`src/design/fiap_params.svh`:
```
// Constants for the flash self-programming access block
`ifndef FIAP_PARAMS_SVH
`define FIAP_PARAMS_SVH

// Register byte offsets
`define FIAP_OFS_CTRL        8'h00
`define FIAP_OFS_CTRL2       8'h04
`define FIAP_OFS_ADDR_LOW    8'h08
`define FIAP_OFS_ADDR_HIGH   8'h0c
`define FIAP_OFS_DATA_LOW    8'h10
`define FIAP_OFS_DATA_HIGH   8'h14
`define FIAP_OFS_UNLOCK      8'h18
`define FIAP_OFS_STATUS      8'h1c
`define FIAP_OFS_MASK        8'h20

// Control register bit positions
`define FIAP_BIT_READ_START  0
`define FIAP_BIT_READ_EN     1
`define FIAP_BIT_WRITE_START 2
`define FIAP_BIT_ERASE_START 3
`define FIAP_BIT_UNLOCKED    7
`define FIAP_BIT_CLEAR_BUF   0

// Status bit positions
`define FIAP_ST_WRITE_DONE   0
`define FIAP_ST_READ_DONE    1
`define FIAP_ST_ERASE_DONE   2
`define FIAP_ST_CLEAR_DONE   3

// Reset values
`define FIAP_RST_BYTE        8'h00
`define FIAP_RST_ADDR        12'h000
`define FIAP_RST_STATUS      4'h0

// Unlock keys, values arbitrary
`define FIAP_KEY_FIRST       8'h5a
`define FIAP_KEY_SECOND      8'ha5

// Value left in a cleared buffer entry
`define FIAP_BUF_CLEAR       16'h0000

// Last word offset of a page
`define FIAP_LAST_OFFSET     5'h1f

`endif

```
`src/design/fiap_pkg.sv`:
```
// Types for the flash self-programming access block
package fiap_pkg;

   typedef enum logic [1:0] {
      FIAP_OP_READ,
      FIAP_OP_ERASE,
      FIAP_OP_PROG
   } fiap_op_t;

   typedef enum {
      FIAP_IDLE,
      FIAP_CLEAR,
      FIAP_ERASE,
      FIAP_PROG_FETCH,
      FIAP_PROG,
      FIAP_READ
   } fiap_state_t;

endpackage : fiap_pkg

```
`src/design/fiap_wbuf.sv`:
```
// Page write buffer memory with registered read data
`timescale 1ns/1ps
module fiap_wbuf #(
   parameter int WIDTH = 16,
   parameter int DEPTH = 32,
   parameter int AW    = 5
) (
   input  wire logic             hclk,
   input  wire logic             wr_en,
   input  wire logic [AW-1:0]    wr_addr,
   input  wire logic [WIDTH-1:0] wr_data,
   input  wire logic [AW-1:0]    rd_addr,
   output logic      [WIDTH-1:0] rd_data
);

   logic [WIDTH-1:0] mem [DEPTH];

   // Write port
   always_ff @(posedge hclk) begin
      if (wr_en) begin
         mem[wr_addr] <= wr_data;
      end
   end

   // Registered read port
   always_ff @(posedge hclk) begin
      rd_data <= mem[rd_addr];
   end

endmodule : fiap_wbuf

```
`src/design/fiap_top.sv`:
```
// Flash self-programming access logic with AHB-Lite registers
`timescale 1ns/1ps
`include "fiap_params.svh"
module fiap_top #(
   parameter int WORDS = 32,
   parameter int OFS_W = 5
) (
   input  wire logic        hclk,
   input  wire logic        hresetn,
   input  wire logic        hsel,
   input  wire logic [31:0] haddr,
   input  wire logic [1:0]  htrans,
   input  wire logic        hwrite,
   input  wire logic [2:0]  hsize,
   input  wire logic [31:0] hwdata,
   input  wire logic        hready,
   output logic      [31:0] hrdata,
   output logic             hreadyout,
   output logic             hresp,
   output logic             irq,
   output logic             flash_req,
   output logic      [1:0]  flash_op,
   output logic      [11:0] flash_addr,
   output logic      [15:0] flash_wdata,
   input  wire logic [15:0] flash_rdata,
   input  wire logic        flash_done,
   input  wire logic        on_chip_debug_active,
   input  wire logic        in_circuit_programming_active,
   input  wire logic        prog_serial_data_in,
   output logic             prog_serial_data_out,
   output logic             prog_serial_data_oe,
   input  wire logic        prog_serial_clock_in,
   input  wire logic        serial_drive_data,
   input  wire logic        serial_drive_en,
   output logic             serial_data_sync,
   output logic             serial_clock_sync,
   input  wire logic        gpio_data_out,
   input  wire logic        gpio_data_oe,
   output logic             gpio_data_in,
   output logic             gpio_clock_in
);

   fiap_pkg::fiap_state_t state_reg;
   fiap_pkg::fiap_state_t state_next;

   logic [7:0]        addr_low_reg;
   logic [3:0]        addr_high_reg;
   logic [7:0]        data_low_reg;
   logic [7:0]        data_high_reg;
   logic              unlocked_reg;
   logic              key_half_reg;
   logic              read_en_reg;
   logic              read_busy_reg;
   logic              write_busy_reg;
   logic              erase_busy_reg;
   logic              clear_busy_reg;
   logic [3:0]        status_reg;
   logic [3:0]        mask_reg;
   logic [OFS_W-1:0]  idx_reg;
   logic              ph_write_reg;
   logic [7:0]        ph_addr_reg;
   logic [1:0]        sync1_reg;
   logic [1:0]        sync2_reg;
   logic [1:0]        sync3_reg;
   logic [1:0]        stable_reg;

   logic              addr_phase;
   logic              wr_ctrl;
   logic              wr_ctrl2;
   logic              wr_alow;
   logic              wr_ahigh;
   logic              wr_dlow;
   logic              wr_dhigh;
   logic              wr_unlock;
   logic              wr_status;
   logic              wr_mask;
   logic [7:0]        wbyte;
   logic              idle;
   logic              start_write;
   logic              start_read;
   logic              start_erase;
   logic              start_clear;
   logic              last_idx;
   logic              buf_load;
   logic              buf_wr_en;
   logic [OFS_W-1:0]  buf_wr_addr;
   logic [15:0]       buf_wr_data;
   logic [15:0]       buf_rd_data;
   logic [3:0]        ev;
   logic [31:0]       rd_mux;
   logic [11:0]       addr_full;
   logic              ser_mode;

   assign hreadyout = 1'b1;
   assign hresp     = 1'b0;
   assign addr_phase = hsel & htrans[1] & hready;
   assign wbyte      = hwdata[7:0];
   assign idle       = (state_reg == fiap_pkg::FIAP_IDLE);
   assign addr_full  = {addr_high_reg, addr_low_reg};

   // AHB address phase capture
   always_ff @(posedge hclk or negedge hresetn) begin
      if (!hresetn) begin
         ph_write_reg <= 1'b0;
         ph_addr_reg  <= 8'h00;
      end else begin
         ph_write_reg <= addr_phase & hwrite;
         ph_addr_reg  <= haddr[7:0];
      end
   end

   // Write strobe decode
   always_comb begin
      wr_ctrl   = 1'b0;
      wr_ctrl2  = 1'b0;
      wr_alow   = 1'b0;
      wr_ahigh  = 1'b0;
      wr_dlow   = 1'b0;
      wr_dhigh  = 1'b0;
      wr_unlock = 1'b0;
      wr_status = 1'b0;
      wr_mask   = 1'b0;
      if (!ph_write_reg) begin
         wr_ctrl = 1'b0;
      end else if (ph_addr_reg == `FIAP_OFS_CTRL) begin
         wr_ctrl = 1'b1;
      end else if (ph_addr_reg == `FIAP_OFS_CTRL2) begin
         wr_ctrl2 = 1'b1;
      end else if (ph_addr_reg == `FIAP_OFS_ADDR_LOW) begin
         wr_alow = 1'b1;
      end else if (ph_addr_reg == `FIAP_OFS_ADDR_HIGH) begin
         wr_ahigh = 1'b1;
      end else if (ph_addr_reg == `FIAP_OFS_DATA_LOW) begin
         wr_dlow = 1'b1;
      end else if (ph_addr_reg == `FIAP_OFS_DATA_HIGH) begin
         wr_dhigh = 1'b1;
      end else if (ph_addr_reg == `FIAP_OFS_UNLOCK) begin
         wr_unlock = 1'b1;
      end else if (ph_addr_reg == `FIAP_OFS_STATUS) begin
         wr_status = 1'b1;
      end else if (ph_addr_reg == `FIAP_OFS_MASK) begin
         wr_mask = 1'b1;
      end
   end

   // Read data mux, unmapped reads as zero
   always_comb begin
      rd_mux = 32'h0000_0000;
      if (haddr[7:0] == `FIAP_OFS_CTRL) begin
         rd_mux[`FIAP_BIT_UNLOCKED]    = unlocked_reg;
         rd_mux[`FIAP_BIT_ERASE_START] = erase_busy_reg;
         rd_mux[`FIAP_BIT_WRITE_START] = write_busy_reg;
         rd_mux[`FIAP_BIT_READ_EN]     = read_en_reg;
         rd_mux[`FIAP_BIT_READ_START]  = read_busy_reg;
      end else if (haddr[7:0] == `FIAP_OFS_CTRL2) begin
         rd_mux[`FIAP_BIT_CLEAR_BUF] = clear_busy_reg;
      end else if (haddr[7:0] == `FIAP_OFS_ADDR_LOW) begin
         rd_mux[7:0] = addr_low_reg;
      end else if (haddr[7:0] == `FIAP_OFS_ADDR_HIGH) begin
         rd_mux[3:0] = addr_high_reg;
      end else if (haddr[7:0] == `FIAP_OFS_DATA_LOW) begin
         rd_mux[7:0] = data_low_reg;
      end else if (haddr[7:0] == `FIAP_OFS_DATA_HIGH) begin
         rd_mux[7:0] = data_high_reg;
      end else if (haddr[7:0] == `FIAP_OFS_STATUS) begin
         rd_mux[3:0] = status_reg;
      end else if (haddr[7:0] == `FIAP_OFS_MASK) begin
         rd_mux[3:0] = mask_reg;
      end
   end

   always_ff @(posedge hclk or negedge hresetn) begin
      if (!hresetn) begin
         hrdata <= 32'h0000_0000;
      end else if (addr_phase && !hwrite) begin
         hrdata <= rd_mux;
      end
   end

   always_ff @(posedge hclk or negedge hresetn) begin
      if (!hresetn) begin
         unlocked_reg <= 1'b0;
         key_half_reg <= 1'b0;
      end else if (wr_unlock) begin
         key_half_reg <= (wbyte == `FIAP_KEY_FIRST);
         if (key_half_reg && wbyte == `FIAP_KEY_SECOND) begin
            unlocked_reg <= 1'b1;
         end
      end else if (wr_ctrl && !wbyte[`FIAP_BIT_UNLOCKED]) begin
         unlocked_reg <= 1'b0;
      end
   end

   // Operation start requests, one at a time
   // locked write ignored
   assign start_write = wr_ctrl & wbyte[`FIAP_BIT_WRITE_START] & idle
                        & unlocked_reg;
   assign start_erase = wr_ctrl & wbyte[`FIAP_BIT_ERASE_START] & idle
                        & unlocked_reg & !start_write;
   assign start_read  = wr_ctrl & wbyte[`FIAP_BIT_READ_START] & idle
                        & wbyte[`FIAP_BIT_READ_EN] & !start_write
                        & !start_erase;
   assign start_clear = wr_ctrl2 & wbyte[`FIAP_BIT_CLEAR_BUF] & idle;

   always_ff @(posedge hclk or negedge hresetn) begin
      if (!hresetn) begin
         read_en_reg <= 1'b0;
      end else if (wr_ctrl) begin
         read_en_reg <= wbyte[`FIAP_BIT_READ_EN];
      end
   end

   assign last_idx = (idx_reg == OFS_W'(WORDS - 1));

   // Sequencer next state
   always_comb begin
      state_next = state_reg;
      case (state_reg)
         fiap_pkg::FIAP_IDLE: begin
            if (start_write) begin
               state_next = fiap_pkg::FIAP_PROG_FETCH;
            end else if (start_erase) begin
               state_next = fiap_pkg::FIAP_ERASE;
            end else if (start_read) begin
               state_next = fiap_pkg::FIAP_READ;
            end else if (start_clear) begin
               state_next = fiap_pkg::FIAP_CLEAR;
            end
         end
         fiap_pkg::FIAP_CLEAR: begin
            if (last_idx) begin
               state_next = fiap_pkg::FIAP_IDLE;
            end
         end
         fiap_pkg::FIAP_ERASE, fiap_pkg::FIAP_READ: begin
            if (flash_done) begin
               state_next = fiap_pkg::FIAP_IDLE;
            end
         end
         fiap_pkg::FIAP_PROG_FETCH: begin
            state_next = fiap_pkg::FIAP_PROG;
         end
         fiap_pkg::FIAP_PROG: begin
            if (flash_done) begin
               state_next = last_idx ? fiap_pkg::FIAP_CLEAR
                                     : fiap_pkg::FIAP_PROG_FETCH;
            end
         end
         default: begin
            state_next = fiap_pkg::FIAP_IDLE;
         end
      endcase
   end

   always_ff @(posedge hclk or negedge hresetn) begin
      if (!hresetn) begin
         state_reg <= fiap_pkg::FIAP_IDLE;
      end else begin
         state_reg <= state_next;
      end
   end

   // walk all words of a page
   always_ff @(posedge hclk or negedge hresetn) begin
      if (!hresetn) begin
         idx_reg <= '0;
      end else if (idle) begin
         idx_reg <= '0;
      end else if (state_reg == fiap_pkg::FIAP_CLEAR) begin
         idx_reg <= last_idx ? '0 : idx_reg + 1'b1;
      end else if (state_reg == fiap_pkg::FIAP_PROG && flash_done) begin
         idx_reg <= last_idx ? '0 : idx_reg + 1'b1;
      end
   end

   always_ff @(posedge hclk or negedge hresetn) begin
      if (!hresetn) begin
         write_busy_reg <= 1'b0;
      end else if (start_write) begin
         write_busy_reg <= 1'b1;
      end else if (write_busy_reg && state_next == fiap_pkg::FIAP_IDLE) begin
         write_busy_reg <= 1'b0;
      end
   end

   always_ff @(posedge hclk or negedge hresetn) begin
      if (!hresetn) begin
         read_busy_reg <= 1'b0;
      end else if (start_read) begin
         read_busy_reg <= 1'b1;
      end else if (state_reg == fiap_pkg::FIAP_READ && flash_done) begin
         read_busy_reg <= 1'b0;
      end
   end

   always_ff @(posedge hclk or negedge hresetn) begin
      if (!hresetn) begin
         erase_busy_reg <= 1'b0;
      end else if (start_erase) begin
         erase_busy_reg <= 1'b1;
      end else if (state_reg == fiap_pkg::FIAP_ERASE && flash_done) begin
         erase_busy_reg <= 1'b0;
      end
   end

   always_ff @(posedge hclk or negedge hresetn) begin
      if (!hresetn) begin
         clear_busy_reg <= 1'b0;
      end else if (start_clear) begin
         clear_busy_reg <= 1'b1;
      end else if (state_reg == fiap_pkg::FIAP_CLEAR && last_idx) begin
         clear_busy_reg <= 1'b0;
      end
   end

   assign buf_load = wr_dhigh & unlocked_reg & idle;

   // Address registers
   always_ff @(posedge hclk or negedge hresetn) begin
      if (!hresetn) begin
         addr_low_reg  <= `FIAP_RST_BYTE;
         addr_high_reg <= 4'(`FIAP_RST_ADDR >> 8);
      end else if (wr_alow) begin
         addr_low_reg <= wbyte;
      end else if (wr_ahigh) begin
         addr_high_reg <= wbyte[3:0];
      end else if (buf_load &&
                   addr_low_reg[OFS_W-1:0] != `FIAP_LAST_OFFSET) begin
         addr_low_reg[OFS_W-1:0] <= addr_low_reg[OFS_W-1:0] + 1'b1;
      end
   end

   // Data registers
   always_ff @(posedge hclk or negedge hresetn) begin
      if (!hresetn) begin
         data_low_reg  <= `FIAP_RST_BYTE;
         data_high_reg <= `FIAP_RST_BYTE;
      end else if (state_reg == fiap_pkg::FIAP_READ && flash_done) begin
         data_low_reg  <= flash_rdata[7:0];
         data_high_reg <= flash_rdata[15:8];
      end else if (wr_dlow) begin
         data_low_reg <= wbyte;
      end else if (wr_dhigh) begin
         data_high_reg <= wbyte;
      end
   end

   assign buf_wr_en   = buf_load | (state_reg == fiap_pkg::FIAP_CLEAR);
   assign buf_wr_addr = buf_load ? addr_low_reg[OFS_W-1:0] : idx_reg;
   assign buf_wr_data = buf_load ? {wbyte, data_low_reg}
                                 : `FIAP_BUF_CLEAR;

   fiap_wbuf #(
      .WIDTH (16),
      .DEPTH (WORDS),
      .AW    (OFS_W)
   ) u_wbuf (
      .hclk    (hclk),
      .wr_en   (buf_wr_en),
      .wr_addr (buf_wr_addr),
      .wr_data (buf_wr_data),
      .rd_addr (idx_reg + OFS_W'(state_reg == fiap_pkg::FIAP_PROG
                                 && flash_done)),
      .rd_data (buf_rd_data)
   );

   // Flash macro request, page and word address
   always_ff @(posedge hclk or negedge hresetn) begin
      if (!hresetn) begin
         flash_req   <= 1'b0;
         flash_op    <= fiap_pkg::FIAP_OP_READ;
         flash_addr  <= `FIAP_RST_ADDR;
         flash_wdata <= 16'h0000;
      end else if (flash_done) begin
         flash_req <= 1'b0;
      end else if (state_next == fiap_pkg::FIAP_READ && idle) begin
         flash_req  <= 1'b1;
         flash_op   <= fiap_pkg::FIAP_OP_READ;
         flash_addr <= addr_full;
      end else if (state_next == fiap_pkg::FIAP_ERASE && idle) begin
         flash_req  <= 1'b1;
         flash_op   <= fiap_pkg::FIAP_OP_ERASE;
         flash_addr <= {addr_full[11:OFS_W], OFS_W'(0)};
      end else if (state_reg == fiap_pkg::FIAP_PROG_FETCH) begin
         flash_req   <= 1'b1;
         flash_op    <= fiap_pkg::FIAP_OP_PROG;
         flash_addr  <= {addr_full[11:OFS_W], idx_reg};
         flash_wdata <= buf_rd_data;
      end
   end

   // Completion events
   assign ev[`FIAP_ST_WRITE_DONE] = write_busy_reg
                                    & (state_next == fiap_pkg::FIAP_IDLE);
   assign ev[`FIAP_ST_READ_DONE]  = (state_reg == fiap_pkg::FIAP_READ)
                                    & flash_done;
   assign ev[`FIAP_ST_ERASE_DONE] = (state_reg == fiap_pkg::FIAP_ERASE)
                                    & flash_done;
   assign ev[`FIAP_ST_CLEAR_DONE] = clear_busy_reg
                                    & (state_reg == fiap_pkg::FIAP_CLEAR)
                                    & last_idx;

   // Sticky status, set wins over clear
   always_ff @(posedge hclk or negedge hresetn) begin
      if (!hresetn) begin
         status_reg <= `FIAP_RST_STATUS;
      end else begin
         status_reg <= (status_reg & ~(wr_status ? wbyte[3:0] : 4'h0)) | ev;
      end
   end

   always_ff @(posedge hclk or negedge hresetn) begin
      if (!hresetn) begin
         mask_reg <= `FIAP_RST_STATUS;
      end else if (wr_mask) begin
         mask_reg <= wbyte[3:0];
      end
   end

   always_ff @(posedge hclk or negedge hresetn) begin
      if (!hresetn) begin
         irq <= 1'b0;
      end else begin
         irq <= |(status_reg & mask_reg);
      end
   end

   generate
      for (genvar i = 0; i < 2; i++) begin : g_sync
         always_ff @(posedge hclk or negedge hresetn) begin
            if (!hresetn) begin
               sync1_reg[i]  <= 1'b0;
               sync2_reg[i]  <= 1'b0;
               sync3_reg[i]  <= 1'b0;
               stable_reg[i] <= 1'b0;
            end else begin
               sync1_reg[i] <= (i == 0) ? prog_serial_data_in
                                        : prog_serial_clock_in;
               sync2_reg[i] <= sync1_reg[i];
               sync3_reg[i] <= sync2_reg[i];
               if (sync2_reg[i] == sync3_reg[i]) begin
                  stable_reg[i] <= sync3_reg[i];
               end
            end
         end
      end
   endgenerate

   // serial engine owns the shared pins
   assign ser_mode = on_chip_debug_active | in_circuit_programming_active;
   assign serial_data_sync  = stable_reg[0];
   assign serial_clock_sync = stable_reg[1];

   always_ff @(posedge hclk or negedge hresetn) begin
      if (!hresetn) begin
         prog_serial_data_out <= 1'b0;
         prog_serial_data_oe  <= 1'b0;
         gpio_data_in         <= 1'b0;
         gpio_clock_in        <= 1'b0;
      end else if (ser_mode) begin
         prog_serial_data_out <= serial_drive_data;
         prog_serial_data_oe  <= serial_drive_en;
         gpio_data_in         <= 1'b0;
         gpio_clock_in        <= 1'b0;
      end else begin
         prog_serial_data_out <= gpio_data_out;
         prog_serial_data_oe  <= gpio_data_oe;
         gpio_data_in         <= stable_reg[0];
         gpio_clock_in        <= stable_reg[1];
      end
   end

endmodule : fiap_top

```
`config.mk`:
```
export PLATFORM = sky130hd
export DESIGN_NAME = fiap_top
export DESIGN_NICKNAME = d
export VERILOG_FILES = /design/src/design/fiap_pkg.sv /design/src/design/fiap_wbuf.sv /design/src/design/fiap_top.sv
export VERILOG_INCLUDE_DIRS = /design/src /design/src/design
export SDC_FILE = /design/constraint.sdc
export NUM_CORES = 1
export LEC_CHECK = 0
export ABC_AREA = 1
export BUFFER_PORTS_ARGS = -buffer_cell sky130_fd_sc_hd__buf_2
export CORE_MARGIN = 2
export CORE_UTILIZATION = 51
export DETAILED_ROUTE_END_ITERATION = 10
export MAX_ROUTING_LAYER = met4
export PLACE_DENSITY_LB_ADDON = 0.15
export SLEW_MARGIN = 0
export SYNTH_ARGS = -nofsm -noshare
export SYNTH_HDL_FRONTEND = slang
export SYNTH_SLANG_ARGS = --single-unit
```
`constraint.sdc`:
```
create_clock -name hclk -period 9.7 [get_ports hclk]
set_clock_uncertainty 0.15 [all_clocks]
set_input_delay 0.97 -clock hclk [delete_from_list [all_inputs] [get_ports hclk]]
set_output_delay 0.97 -clock hclk [all_outputs]
set_load 0.01 [all_outputs]
```
-- Word level (Yosys, flattened, before mapping)
Memory sizes are Yosys's and may differ from the RTL's. A register that Yosys moved wholly into a read port is not among the register bits.
Cells that the tools add are included.
- bits in registers: 141
- RAM bits: 512
- logic and storage cells: 267
- memories kept: 1
- memory list (memory ; words ; width ; read ports ; clocked after memory_dff ; write ports ; RTL line ; text):
    u_wbuf.mem ; 32 ; 16 ; 1 ; 1 ; 1 ; fiap_wbuf.sv:16 ; logic [WIDTH-1:0] mem [DEPTH];
- $add $sub $neg: 3
- equality and inequality tests: 36
- mux-type cells: 118
- bitwise logic cells: 34
- reduce and logical (&&, ||, !) cells: 39
- operators by type and width (operator ; count):
    32-bit two-way mux ; 7
    32-bit by 3-bit equality test with 1-bit output, second input constant ; 5
    32-bit one-hot mux with 5 select lines ; 1
    32-bit by 2-bit equality test with 1-bit output, second input constant ; 3
    32-bit by 4-bit equality test with 1-bit output, second input constant ; 3
    32-bit logical NOT ; 3
    1-bit two-way mux ; 77
    8-bit by 5-bit equality test with 1-bit output, second input constant ; 7
    8-bit two-way mux ; 7
    5-bit two-way mux ; 8
    12-bit two-way mux ; 3
    32-bit by 1-bit equality test with 1-bit output, second input constant ; 1
    8-bit by 4-bit equality test with 1-bit output, second input constant ; 4
    4-bit two-way mux ; 8
    1-bit bitwise AND ; 24
    8-bit by 3-bit equality test with 1-bit output, second input constant ; 2
    8-bit by 6-bit equality test with 1-bit output, second input constant ; 2
    8-bit logical NOT ; 2
    16-bit two-way mux ; 1
    2-bit nonzero test ; 8
    1-bit logical AND ; 11
    5-bit by 1-bit adder with 5-bit output, second input constant ; 2
    2-bit AND reduction ; 5
    4-bit bitwise AND ; 2
    21 further kinds ; 34

-- Depth between registers and ports, before layout
Gate-level depths: netlist of the first run.
- word-level depth: 19
- gate-level depth with buffers: 20

-- Modules after synthesis
From an unflattened synthesis of the first run, not the netlist that was laid out.
- cell total of the unflattened synthesis: 2558
- area, all modules: 27934.3 um^2
- by module, submodules not included (module ; times used ; cells each ; area each (um^2) ; seq. area each (um^2)):
    fiap_wbuf ; 1 ; 1794 ; 21301.7 ; 15695.1
    fiap_top ; 1 ; 764 ; 6632.6 ; 3528.4

-- Worst setup path before layout of the first run
No wires, ideal clock.
- path type: input to register
- start: input flash_done
- end: register u_wbuf.rd_data[0], read port of u_wbuf.mem
- setup time: 0.137 ns
- data arrival time: 2.846 ns
- data required time: 9.413 ns
- setup slack: 6.567 ns
- cell stages on the path: 11
- buffers on the path: 4
- path through: clkbuf_1 nand2_1 inv_1 ha_1 ha_1 clkbuf_1 clkbuf_1 clkbuf_1 o221ai_1 o211ai_1 a31oi_1
- cells in the longest elaborated chain, start to end: 2
- RTL lines (element ; RTL line ; text):
    start, declared ; fiap_top.sv:26 ; input wire logic flash_done,
    1-bit logical AND ; fiap_top.sv:363 ; && flash_done)),
    5-bit by 1-bit adder with 5-bit output ; fiap_top.sv:362 ; .rd_addr (idx_reg + OFS_W'(state_reg == fiap_pkg::FIAP_PROG
    end, declared ; fiap_wbuf.sv:13 ; output logic [WIDTH-1:0] rd_data
No other way between the ends.
A chain may end at the register's enable or synchronous reset.

-- Worst setup path in the final report of the first run
- start: register state_reg[22]
- end: register u_wbuf.rd_data[0], read port of u_wbuf.mem
- cells in the longest elaborated chain, start to end: 3
- RTL lines (element ; RTL line ; text):
    start, declared ; fiap_top.sv:43 ; fiap_pkg::fiap_state_t state_reg;
    start signal, assigned ; fiap_top.sv:257 ; state_reg <= fiap_pkg::FIAP_IDLE;
    start signal, assigned ; fiap_top.sv:259 ; state_reg <= state_next;
    32-bit by 4-bit equality test with 1-bit output ; fiap_top.sv:362 ;
    1-bit logical AND ; fiap_top.sv:363 ;
    5-bit by 1-bit adder with 5-bit output ; fiap_top.sv:362 ;
No other way between the ends.

==> results of run 1 <==
==> cell type report <==
class | count | area [sq um] | area share
well taps | 688 | 861 | 0.0282
inverters | 83 | 314 | 0.0103
flip-flops and latches | 669 | 19200 | 0.630
diodes | 3 | 7.51 | 0.000246
clock inverters | 27 | 181 | 0.00595
clock buffers | 97 | 2000 | 0.0655
multi-input cells | 1246 | 6980 | 0.229
repair buffers | 153 | 937 | 0.0307
==> cells in the final DEF (no fill, tap or decap), types with 3 or more instances in the layout <==
cell	Yosys	routed
mux2_2	16	16
clkbuf_8	0	6
clkbuf_1	87	17
conb_1	2	55
o32ai_1	31	31
inv_1	80	79
inv_6	0	4
a31oi_1	17	17
clkinv_2	0	15
nor2_1	337	321
nand4_1	14	14
nand2_1	199	199
nor3_1	7	7
o21ai_0	177	177
buf_4	26	60
mux2i_1	97	97
nor4_1	3	3
clkbuf_16	0	74
diode_2	0	3
buf_2	16	91
edfxtp_1	512	512
clkinv_1	3	7
dfxtp_1	16	16
a21oi_1	22	22
nor2_2	1	17
a221oi_1	3	3
o221ai_1	105	105
o211ai_1	33	33
o22ai_1	7	7
dfrtp_1	141	141
ha_1	6	4
nand3_1	95	95
==> worst paths after layout <==
path	startpoint	to	slack, ps	depth (start not counted)
max	state_reg[22]	u_wbuf.rd_data[0]	4940	18
min	sync1_reg[0]	sync2_reg[0]	200	0
max reg2reg	state_reg[22]	u_wbuf.rd_data[0]	4940	18
min reg2reg	sync1_reg[0]	sync2_reg[0]	200	0
max in group asynchronous	hresetn	state_reg[15]	7810	2
min in group asynchronous	hresetn	hrdata[3]	300	1
==> layer usage <==
layer / up-vias / GRT usage / wire (um)
li1: 7880 / - / -
met1: 8618 / 0.358 / 29500
met2: 553 / 0.398 / 32000
met3: 79 / 0.0376 / 4040
met4: 0 / 0.0677 / 1170
met5: - / - / 0
==> kinds of logic after synthesis <==
logic type,count (synthesis)
other cells,2
xor+xnor,4
buf+inv,217
simple gates,661
compound gates,405
mux,113
flops,669
fa+ha+maj,8
==> worst reg2reg max path: cells and delay by family, from the launching register on <==
family / cells / cell delay, ps
AO/OA/AOI/OAI: 3 / 890
flip-flops: 1 / 360
buffers and inverters: 3 / 1100
AND/OR/NAND/NOR: 10 / 1250
adder cells (fa/ha/maj): 2 / 890
==> stage by stage <==
step / area, sq um / setup WS (ps) / total power [uW] / hold slack (ps)
6_report: 30500 / 4940 / 5690 / 203
2_1_floorplan: 27000 / 6570 / 3180 / 181
4_1_cts: 30500 / 4930 / 5740 / 209
5_1_grt: 30500 / 4500 / 5860 / 210
3_5_place_dp: 28300 / 4880 / 3210 / 195
3_3_place_gp: 28300 / 4890 / 3210 / 183
==> power breakdown <==
part	internal, uW	switching, uW	leakage, uW
clock	1470	1070	0.00109
combinational	22.0	51.0	0.00356
sequential	3070	10.8	0.00718
==> results.ini, run 1 <==
[logic_synthesis]
synth.area.top_cells=edfxtp_1 (57%), dfrtp_1 (13%), nor2_1 (4.7%)
muxShareOfSynthArea=0.0429
synth_ff_type=edfxtp_1
synth_top_family_by_area=compound AO/OA/AOI/OAI gates
syn-instance-count=2079
yosysMostFrequentCell=edfxtp_1
synth_commonest_cells=edfxtp_1 (512), nor2_1 (337), nand2_1 (199), o21ai_0 (177), dfrtp_1 (141)
avgSynthCellArea_sq_um=12.9
synth_edf_count=512
synth_cell_type_count=43
synthXorXnorAreaFrac=0.00131
synthArstFlopShare=0.211
synth.largest_area_cell=edfxtp_1
synth-compound-area-share=0.101
ys_ff_latch=669
synth_adder_area_share=0.00354
yosys.area_share.simple=0.100
syn_area_sq_mm=0.0268
synth_warnings=0
yosysSeqAreaShare=0.717
yosysTopAreaCellShare=0.573

[floorplanning]
std_cell_rows=84
die_w_um=233
start_util=0.514
io_pins=171
core_sq_mm=0.0522
die-area_sq_mm=0.0545
fp.dieH_um=233

[cts]
cts_made_buffers=68
cts-root-buf=clkbuf_16
clock-sinks=669
hold_buffers=0
clockBufferDepth=3
cts_setup_buffers=0
cts_max_level=3
clk_latency_ps=600
cts_resized=0
clk_pin_slew_worst_paths_ps=60
tritoncts=yes

[drt]
routedWlPerCell_um=22.5
drc=0
num_vias=17100
drt-total-wl_mm=66.7
first_iter_violations=1741
drtPass1Iterations=5
antenna_left=0
via_per_inst=5.78

[pwr]
ir_drop_uv=139
p_per_area_mw_per_mm2=187
power.leakage_uw=0.0118

[worst_setup_path]
crit_path_max_fanout=109
critPathLaunchType=flip-flop
worstSetupEndpointType=flip-flop
crit_path_max_incr_delay_ps=910
worstSetupPathType=flip-flop to flip-flop
path_buf_inv=3
path_cells=nor2_1, nand2_1, nor2_1, nand2_1, nor2_1, nand3_1, inv_1, nand2_1, inv_1, ha_4, ha_4, buf_4, o21ai_0, o221ai_1, nand3_1, nand2_1, nor2_1, a31oi_1
worstPathArrival_ps=5070
cpMaxStageDelayCell=buf_4
crit_family=simple AND/OR/NAND/NOR gates
cp.required_ps=10010

[sta]
setup_tns_ps=0
finalSetupViolCount=0
clock.fmax_mhz=210
finalHoldViolCount=0
maxSlewHeadroom=0.319
worst_pin_slew_ps=1020
layout_min_cycle_time_ps=4760
final_max_slew_viol_count=0
fin_crit_sh=0.490
rsz0062_at_grt=false

[global_routing]
grt_overflow=0
grt_pass1_vias=16300
grt_pass1_wl_mm=100
grt_max_degree=150
grt_usage=0.256
antenna_found_initial=1

[finish]
largest_reg_flops=512
syn_to_final_growth_pct=13.7
drive_above_1_share=0.133
nNetsFinal=2326
fill_cells=4130
utilization=0.584
layout.cells.non_filler=2966

[worst_hold_path]
hold_path_class=flip-flop to flip-flop

[placement]
place_congestion=0.876
port_buffers=92
dp_cells=2839
place_hpwl_mm=38.7

[flow_run]
cap_violations=0

[status]
outcome=finished clean

Power figures use the tool's default switching activity.
==> run 2, diff against run 1 <==
- ABC_AREA: 1 -> 0
- clock period: 9.7 -> 4.4 ns (I/O delays scaled with it)
==> results.ini, run 2 <==
[global_routing]
grt_pass1_wl_mm=86.7
grt_pass1_vias=13900
antenna_found_initial=0
grt_max_degree=102
grt_usage=0.230
grt_overflow=0

[logic_synthesis]
synth_commonest_cells=edfxtp_1 (512), mux4_2 (160), dfrtp_1 (141), nor2_1 (74), mux2_2 (52)
syn_area_sq_mm=0.0263
ys_ff_latch=669
synth_edf_count=512
synthArstFlopShare=0.211
synth.largest_area_cell=edfxtp_1
syn-instance-count=1352
avgSynthCellArea_sq_um=19.5
yosysSeqAreaShare=0.730
yosysMostFrequentCell=edfxtp_1
synth_warnings=0
synth_ff_type=edfxtp_1
synth.area.top_cells=edfxtp_1 (58%), mux4_2 (14%), dfrtp_1 (13%)
synth_cell_type_count=74
yosysTopAreaCellShare=0.584

[drt]
via_per_inst=5.82
drt-total-wl_mm=58.1
drc=0
drtPass1Iterations=5
routedWlPerCell_um=25.1
first_iter_violations=1041
num_vias=13500
antenna_left=0

[floorplanning]
die_w_um=231
core_sq_mm=0.0512
fp.dieH_um=231
die-area_sq_mm=0.0535
start_util=0.514
io_pins=171
std_cell_rows=83

[worst_setup_path]
cp.required_ps=4710
critPathLaunchType=flip-flop
cpMaxStageDelayCell=mux4_2
path_cells=nor4_1, nand4_1, or2_1, nor4_1, ha_4, buf_12, mux4_2, mux4_2, mux2_2
crit_path_max_fanout=34
worstSetupEndpointType=flip-flop
crit_path_max_incr_delay_ps=560
worstPathArrival_ps=4300
worstSetupPathType=flip-flop to flip-flop

[finish]
syn_to_final_growth_pct=16.4
fill_cells=3769
nNetsFinal=1692
largest_reg_flops=512
mostFrequentLayoutCell=edfxtp_1
drive_above_1_share=0.322
final_cell_mix=edfxtp_1 (512), mux4_2 (160), dfrtp_1 (141), buf_2 (91), clkbuf_16 (69)

[cts]
cts-root-buf=clkbuf_16
cts_max_level=3
clock-sinks=669
clk_pin_slew_worst_paths_ps=60
clk_latency_ps=610
clockBufferDepth=3
cts_made_buffers=69
tritoncts=yes

[sta]
final_max_slew_viol_count=0
setup_tns_ps=0
worst_pin_slew_ps=1200
maxSlewHeadroom=0.200
rsz0062_at_grt=false
finalSetupViolCount=0
fin_crit_sh=0.907
fin_hold_ws_ps=38.3
final_critical_path_setup_slack_ps=407
layout_min_cycle_time_ps=3990
clock.fmax_mhz=250
finalHoldViolCount=0

[placement]
place_hpwl_mm=33.8
place_congestion=0.858
port_buffers=92
post-place-ws_ps=375

[pwr]
ir_drop_uv=282
p_per_area_mw_per_mm2=407
netSwitchingFraction=0.199
p_comb_frac=0.015
power.leakage_uw=0.0110
p_int_uw=9990
pwr-share-clk=0.439
p_sw_uw=2480
p_seq_frac=0.546

[worst_hold_path]
hold_path_class=input pin to flip-flop

[flow_run]
cap_violations=0

[status]
outcome=finished clean

[run 2: cell count changes in the layout (fill, tap and decap cells not counted), sizes merged, moves of 69 or more]
cell / delta
o221ai: -105
inv: -69
mux2i: -78
nand3: -84
nand2: -158
o21ai: -166
mux4: +160
nor2: -262
[run 2: final cells by class]
class                           instances  area (sq um)  share of cell area
Sequential cell                       669         19200               0.627
Multi-Input combinational cell        635          6950               0.227
Clock buffer                           97          1900              0.0621
Timing Repair Buffer                  201          1500              0.0488
Tap cell                              680           851              0.0278
Clock inverter                         24           184             0.00600
Inverter                               11          41.3             0.00135
Antenna cell                            1          2.50           0.0000817
[run 2: metal layers]
layer  share of wire  GRT usage  wire length [um]  up-vias
met1            0.43      0.313             25000     7111
li1                -          -                 -     5839
met5               0          -                 0        -
met2            0.49      0.359             28500      452
met4           0.024     0.0706              1390        0
met3           0.055     0.0418              3220       97
[run 2: path summary, 6_finish.rpt]
path / start / to / slack [ps] / depth (start not counted)
hold reg to reg: sync1_reg[1] / sync2_reg[1] / 200 / 0
hold / removal: on_chip_debug_active / gpio_clock_in / 40 / 3
setup reg to reg: state_reg[25] / u_wbuf.rd_data[0] / 410 / 9
min in group asynchronous: hresetn / flash_wdata[4] / 360 / 2
setup / recovery: state_reg[25] / u_wbuf.rd_data[0] / 410 / 9
max in group asynchronous: hresetn / data_low_reg[6] / 2800 / 3
[run 2: what timing repair did]
action,4_1_cts,5_1_grt
buffers inserted,0,0
hold buffers,34,0
endpoints found under the hold margin,129,0
resized for setup,0,0
[run 2: through the flow]
stage               instance area, sq um  cells  utilization  power (uW)
finish                             30600   2318        0.599       12500
global route                       30600   2317        0.599       12800
CTS                                30600   2317        0.599       12600
detailed placement                 28200   2162        0.551        7100
global placement                   28200   2162        0.551        7100
floorplan                          26500   1405            -        7020
[run 2: cell families (layout without fill, tap and decap cells)]
family,count (synthesis),in the layout,synth area share
xor gates and xnor gates,6,6,0.00200
and+or+nand+nor,227,227,0.0476
other,2,56,0.000285
buffers and inverters,101,333,0.0187
muxes,240,240,0.171
DFF,669,669,0.730
adders and majority gates,8,8,0.00361
AOI/OAI and AO/OA,99,99,0.0267
[run 2: worst max-delay path: cells and delay by family, from the launching register on]
family                   cells  cell delay (ps)
AND/OR/NAND/NOR              4             1230
multiplexers                 3             1430
buffers and inverters        1              320
adder cells (fa/ha/maj)      1              330
flip-flops                   1              360
[run 2: power groups by stage]
stage                     clock network [uW]  registers, uW  logic, uW
after floorplan                            0           6940       80.1
after global placement                     0           6930        163
after detailed placement                   0           6940        166
after CTS                               5570           6810        189
after global routing                    5810           6810        211
final                                   5470           6810        190
==> run 3, diff against run 2 <==
- ABC_AREA: 0 -> 1
==> results.ini, run 3 (synthesis results as in run 1) <==
[cts]
cts_max_level=3
tritoncts=yes
clk_pin_slew_worst_paths_ps=60
clockBufferDepth=3
clk_latency_ps=610
cts_made_buffers=70
cts-root-buf=clkbuf_16
cts_setup_buffers=0
clock-sinks=669

[global_routing]
grt_pass1_wl_mm=99.5
grt_overflow=0
grt_max_degree=129
antenna_found_initial=0
grt_usage=0.252
grt_pass1_vias=16800

[worst_hold_path]
worstHoldEndpoint=gpio_data_in
hp-start=on_chip_debug_active
worstHoldPathCells=4
hold_path_class=input pin to flip-flop

[worst_setup_path]
crit_family=simple AND/OR/NAND/NOR gates
crit_path_max_fanout=95
critPathLaunchType=flip-flop
cp.required_ps=4720
worstPathArrival_ps=3950
worstSetupEndpointType=flip-flop
r2r_end=u_wbuf.rd_data[10]
r2r_start=state_reg[20]
path_buf_inv=3
r2r_setup_slack_ps=770
path_cells=nor2_1, nand2_1, nor2_1, nand2_1, nor2_1, nand3_1, inv_1, nand2_1, inv_1, ha_4, ha_4, xor2_4, buf_12, o221ai_1, nand3_1, nand2_1, nor2_1, a31oi_1
crit_path_max_incr_delay_ps=440
r2r_cells=18
worstSetupPathType=flip-flop to flip-flop
cpMaxStageDelayCell=buf_12

[finish]
antennaDiodeCount=0
nNetsFinal=2375
multi_input_area_sq_mm=0.00698
mostFrequentLayoutCell=edfxtp_1
fill_cells=4085
largest_reg_flops=512
final_cell_mix=edfxtp_1 (512), nor2_1 (321), nand2_1 (199), o21ai_0 (177), dfrtp_1 (141)
drive_above_1_share=0.134
regArea_sq_mm=0.0192
syn_to_final_growth_pct=15.8

[sta]
finalHoldViolCount=0
maxSlewHeadroom=0.271
clock.fmax_mhz=275
layout_min_cycle_time_ps=3630
finalSetupViolCount=0
final_max_slew_viol_count=0
worst_pin_slew_ps=1090
fin_crit_sh=0.825
setup_tns_ps=0
rsz0062_at_grt=false

[floorplanning]
die-area_sq_mm=0.0545
die_w_um=233
io_pins=171
fp.dieH_um=233
core_sq_mm=0.0522
std_cell_rows=84
start_util=0.514

[pwr]
ir_drop_uv=324
power_uw=12700
power.leakage_uw=0.0121
p_per_area_mw_per_mm2=407

[drt]
first_iter_violations=1431
drtPass1Iterations=5
via_per_inst=5.76
drt-total-wl_mm=65.6
num_vias=17400
routedWlPerCell_um=21.8
antenna_left=0
drc=0

[status]
outcome=finished clean

[placement]
port_buffers=92
place_hpwl_mm=38.8
place_congestion=0.904

[flow_run]
cap_violations=0

## run 3: changes by cell type in the layout (fill, tap and decap cells not counted), moves of 19 or more
cell and change:
mux2i_1 +78, nor2_1 +275, and2_1 -19, o221ai_1 +105, o211ai_1 +32, nand3_1 +83, mux4_2 -160, o21ai_0 +164
inv_1 +69, o32ai_1 +31, mux2_2 -36, nand2_1 +157
## run 3: final cells by class
class,instances,share of cell area
well taps,688,0.0277
inverters,83,0.0101
repair buffers,200,0.0475
clock inverters,27,0.00725
clock buffers,103,0.0643
flip-flops and latches,669,0.618
multi-input cells,1246,0.225
## run 3: per-stage QoR
stage	setup WS, ps	cell area [sq um]	instances	util	hold slack, ps
2_1_floorplan	1330	27000	2132	-	-5.59
3_3_place_gp	837	28500	2847	0.545	183
3_5_place_dp	798	28500	2847	0.545	190
4_1_cts	790	31100	3016	0.595	0.254
5_1_grt	471	31100	3016	0.595	40.8
6_report	769	31100	3016	0.595	33.4
## run 3: how the worst max path moves through the flow
stage               slack, ps            endpoint            from  cells past startpoint
floorplan                1330    u_wbuf.mem[0][0]  ph_addr_reg[7]                     10
global placement          840  u_wbuf.rd_data[10]   state_reg[20]                     18
detailed placement        800  u_wbuf.rd_data[10]   state_reg[22]                     18
CTS                       790  u_wbuf.rd_data[10]   state_reg[20]                     18
global route              470   u_wbuf.rd_data[3]   state_reg[20]                     18
finish                    770  u_wbuf.rd_data[10]   state_reg[20]                     18
## run 3: worst min-delay path: cells and delay by family
kind	cells	cell delay, ps
and+or+nand+nor	2	110
buffers and inverters	2	180
## run 3: per-layer routing
metal / routed length [um] / up-vias / GRT usage
met1: 28900 / 8741 / 0.342
met2: 31200 / 566 / 0.396
li1: - / 7978 / -
met5: 0 / - / -
met3: 4220 / 90 / 0.0416
met4: 1290 / 0 / 0.0701
## run 3: repair_timing
action | 4_1_cts | 5_1_grt
endpoints found under the hold margin | 144 | 0
hold buffers | 39 | 0
resized for setup | 0 | 0
## run 3: power breakdown
group	switching, uW	leakage, uW	internal (uW)
clock	2430	0.00109	3250
combinational	119	0.00380	69.4
sequential	23.3	0.00718	6770
total	2570	0.0121	10100
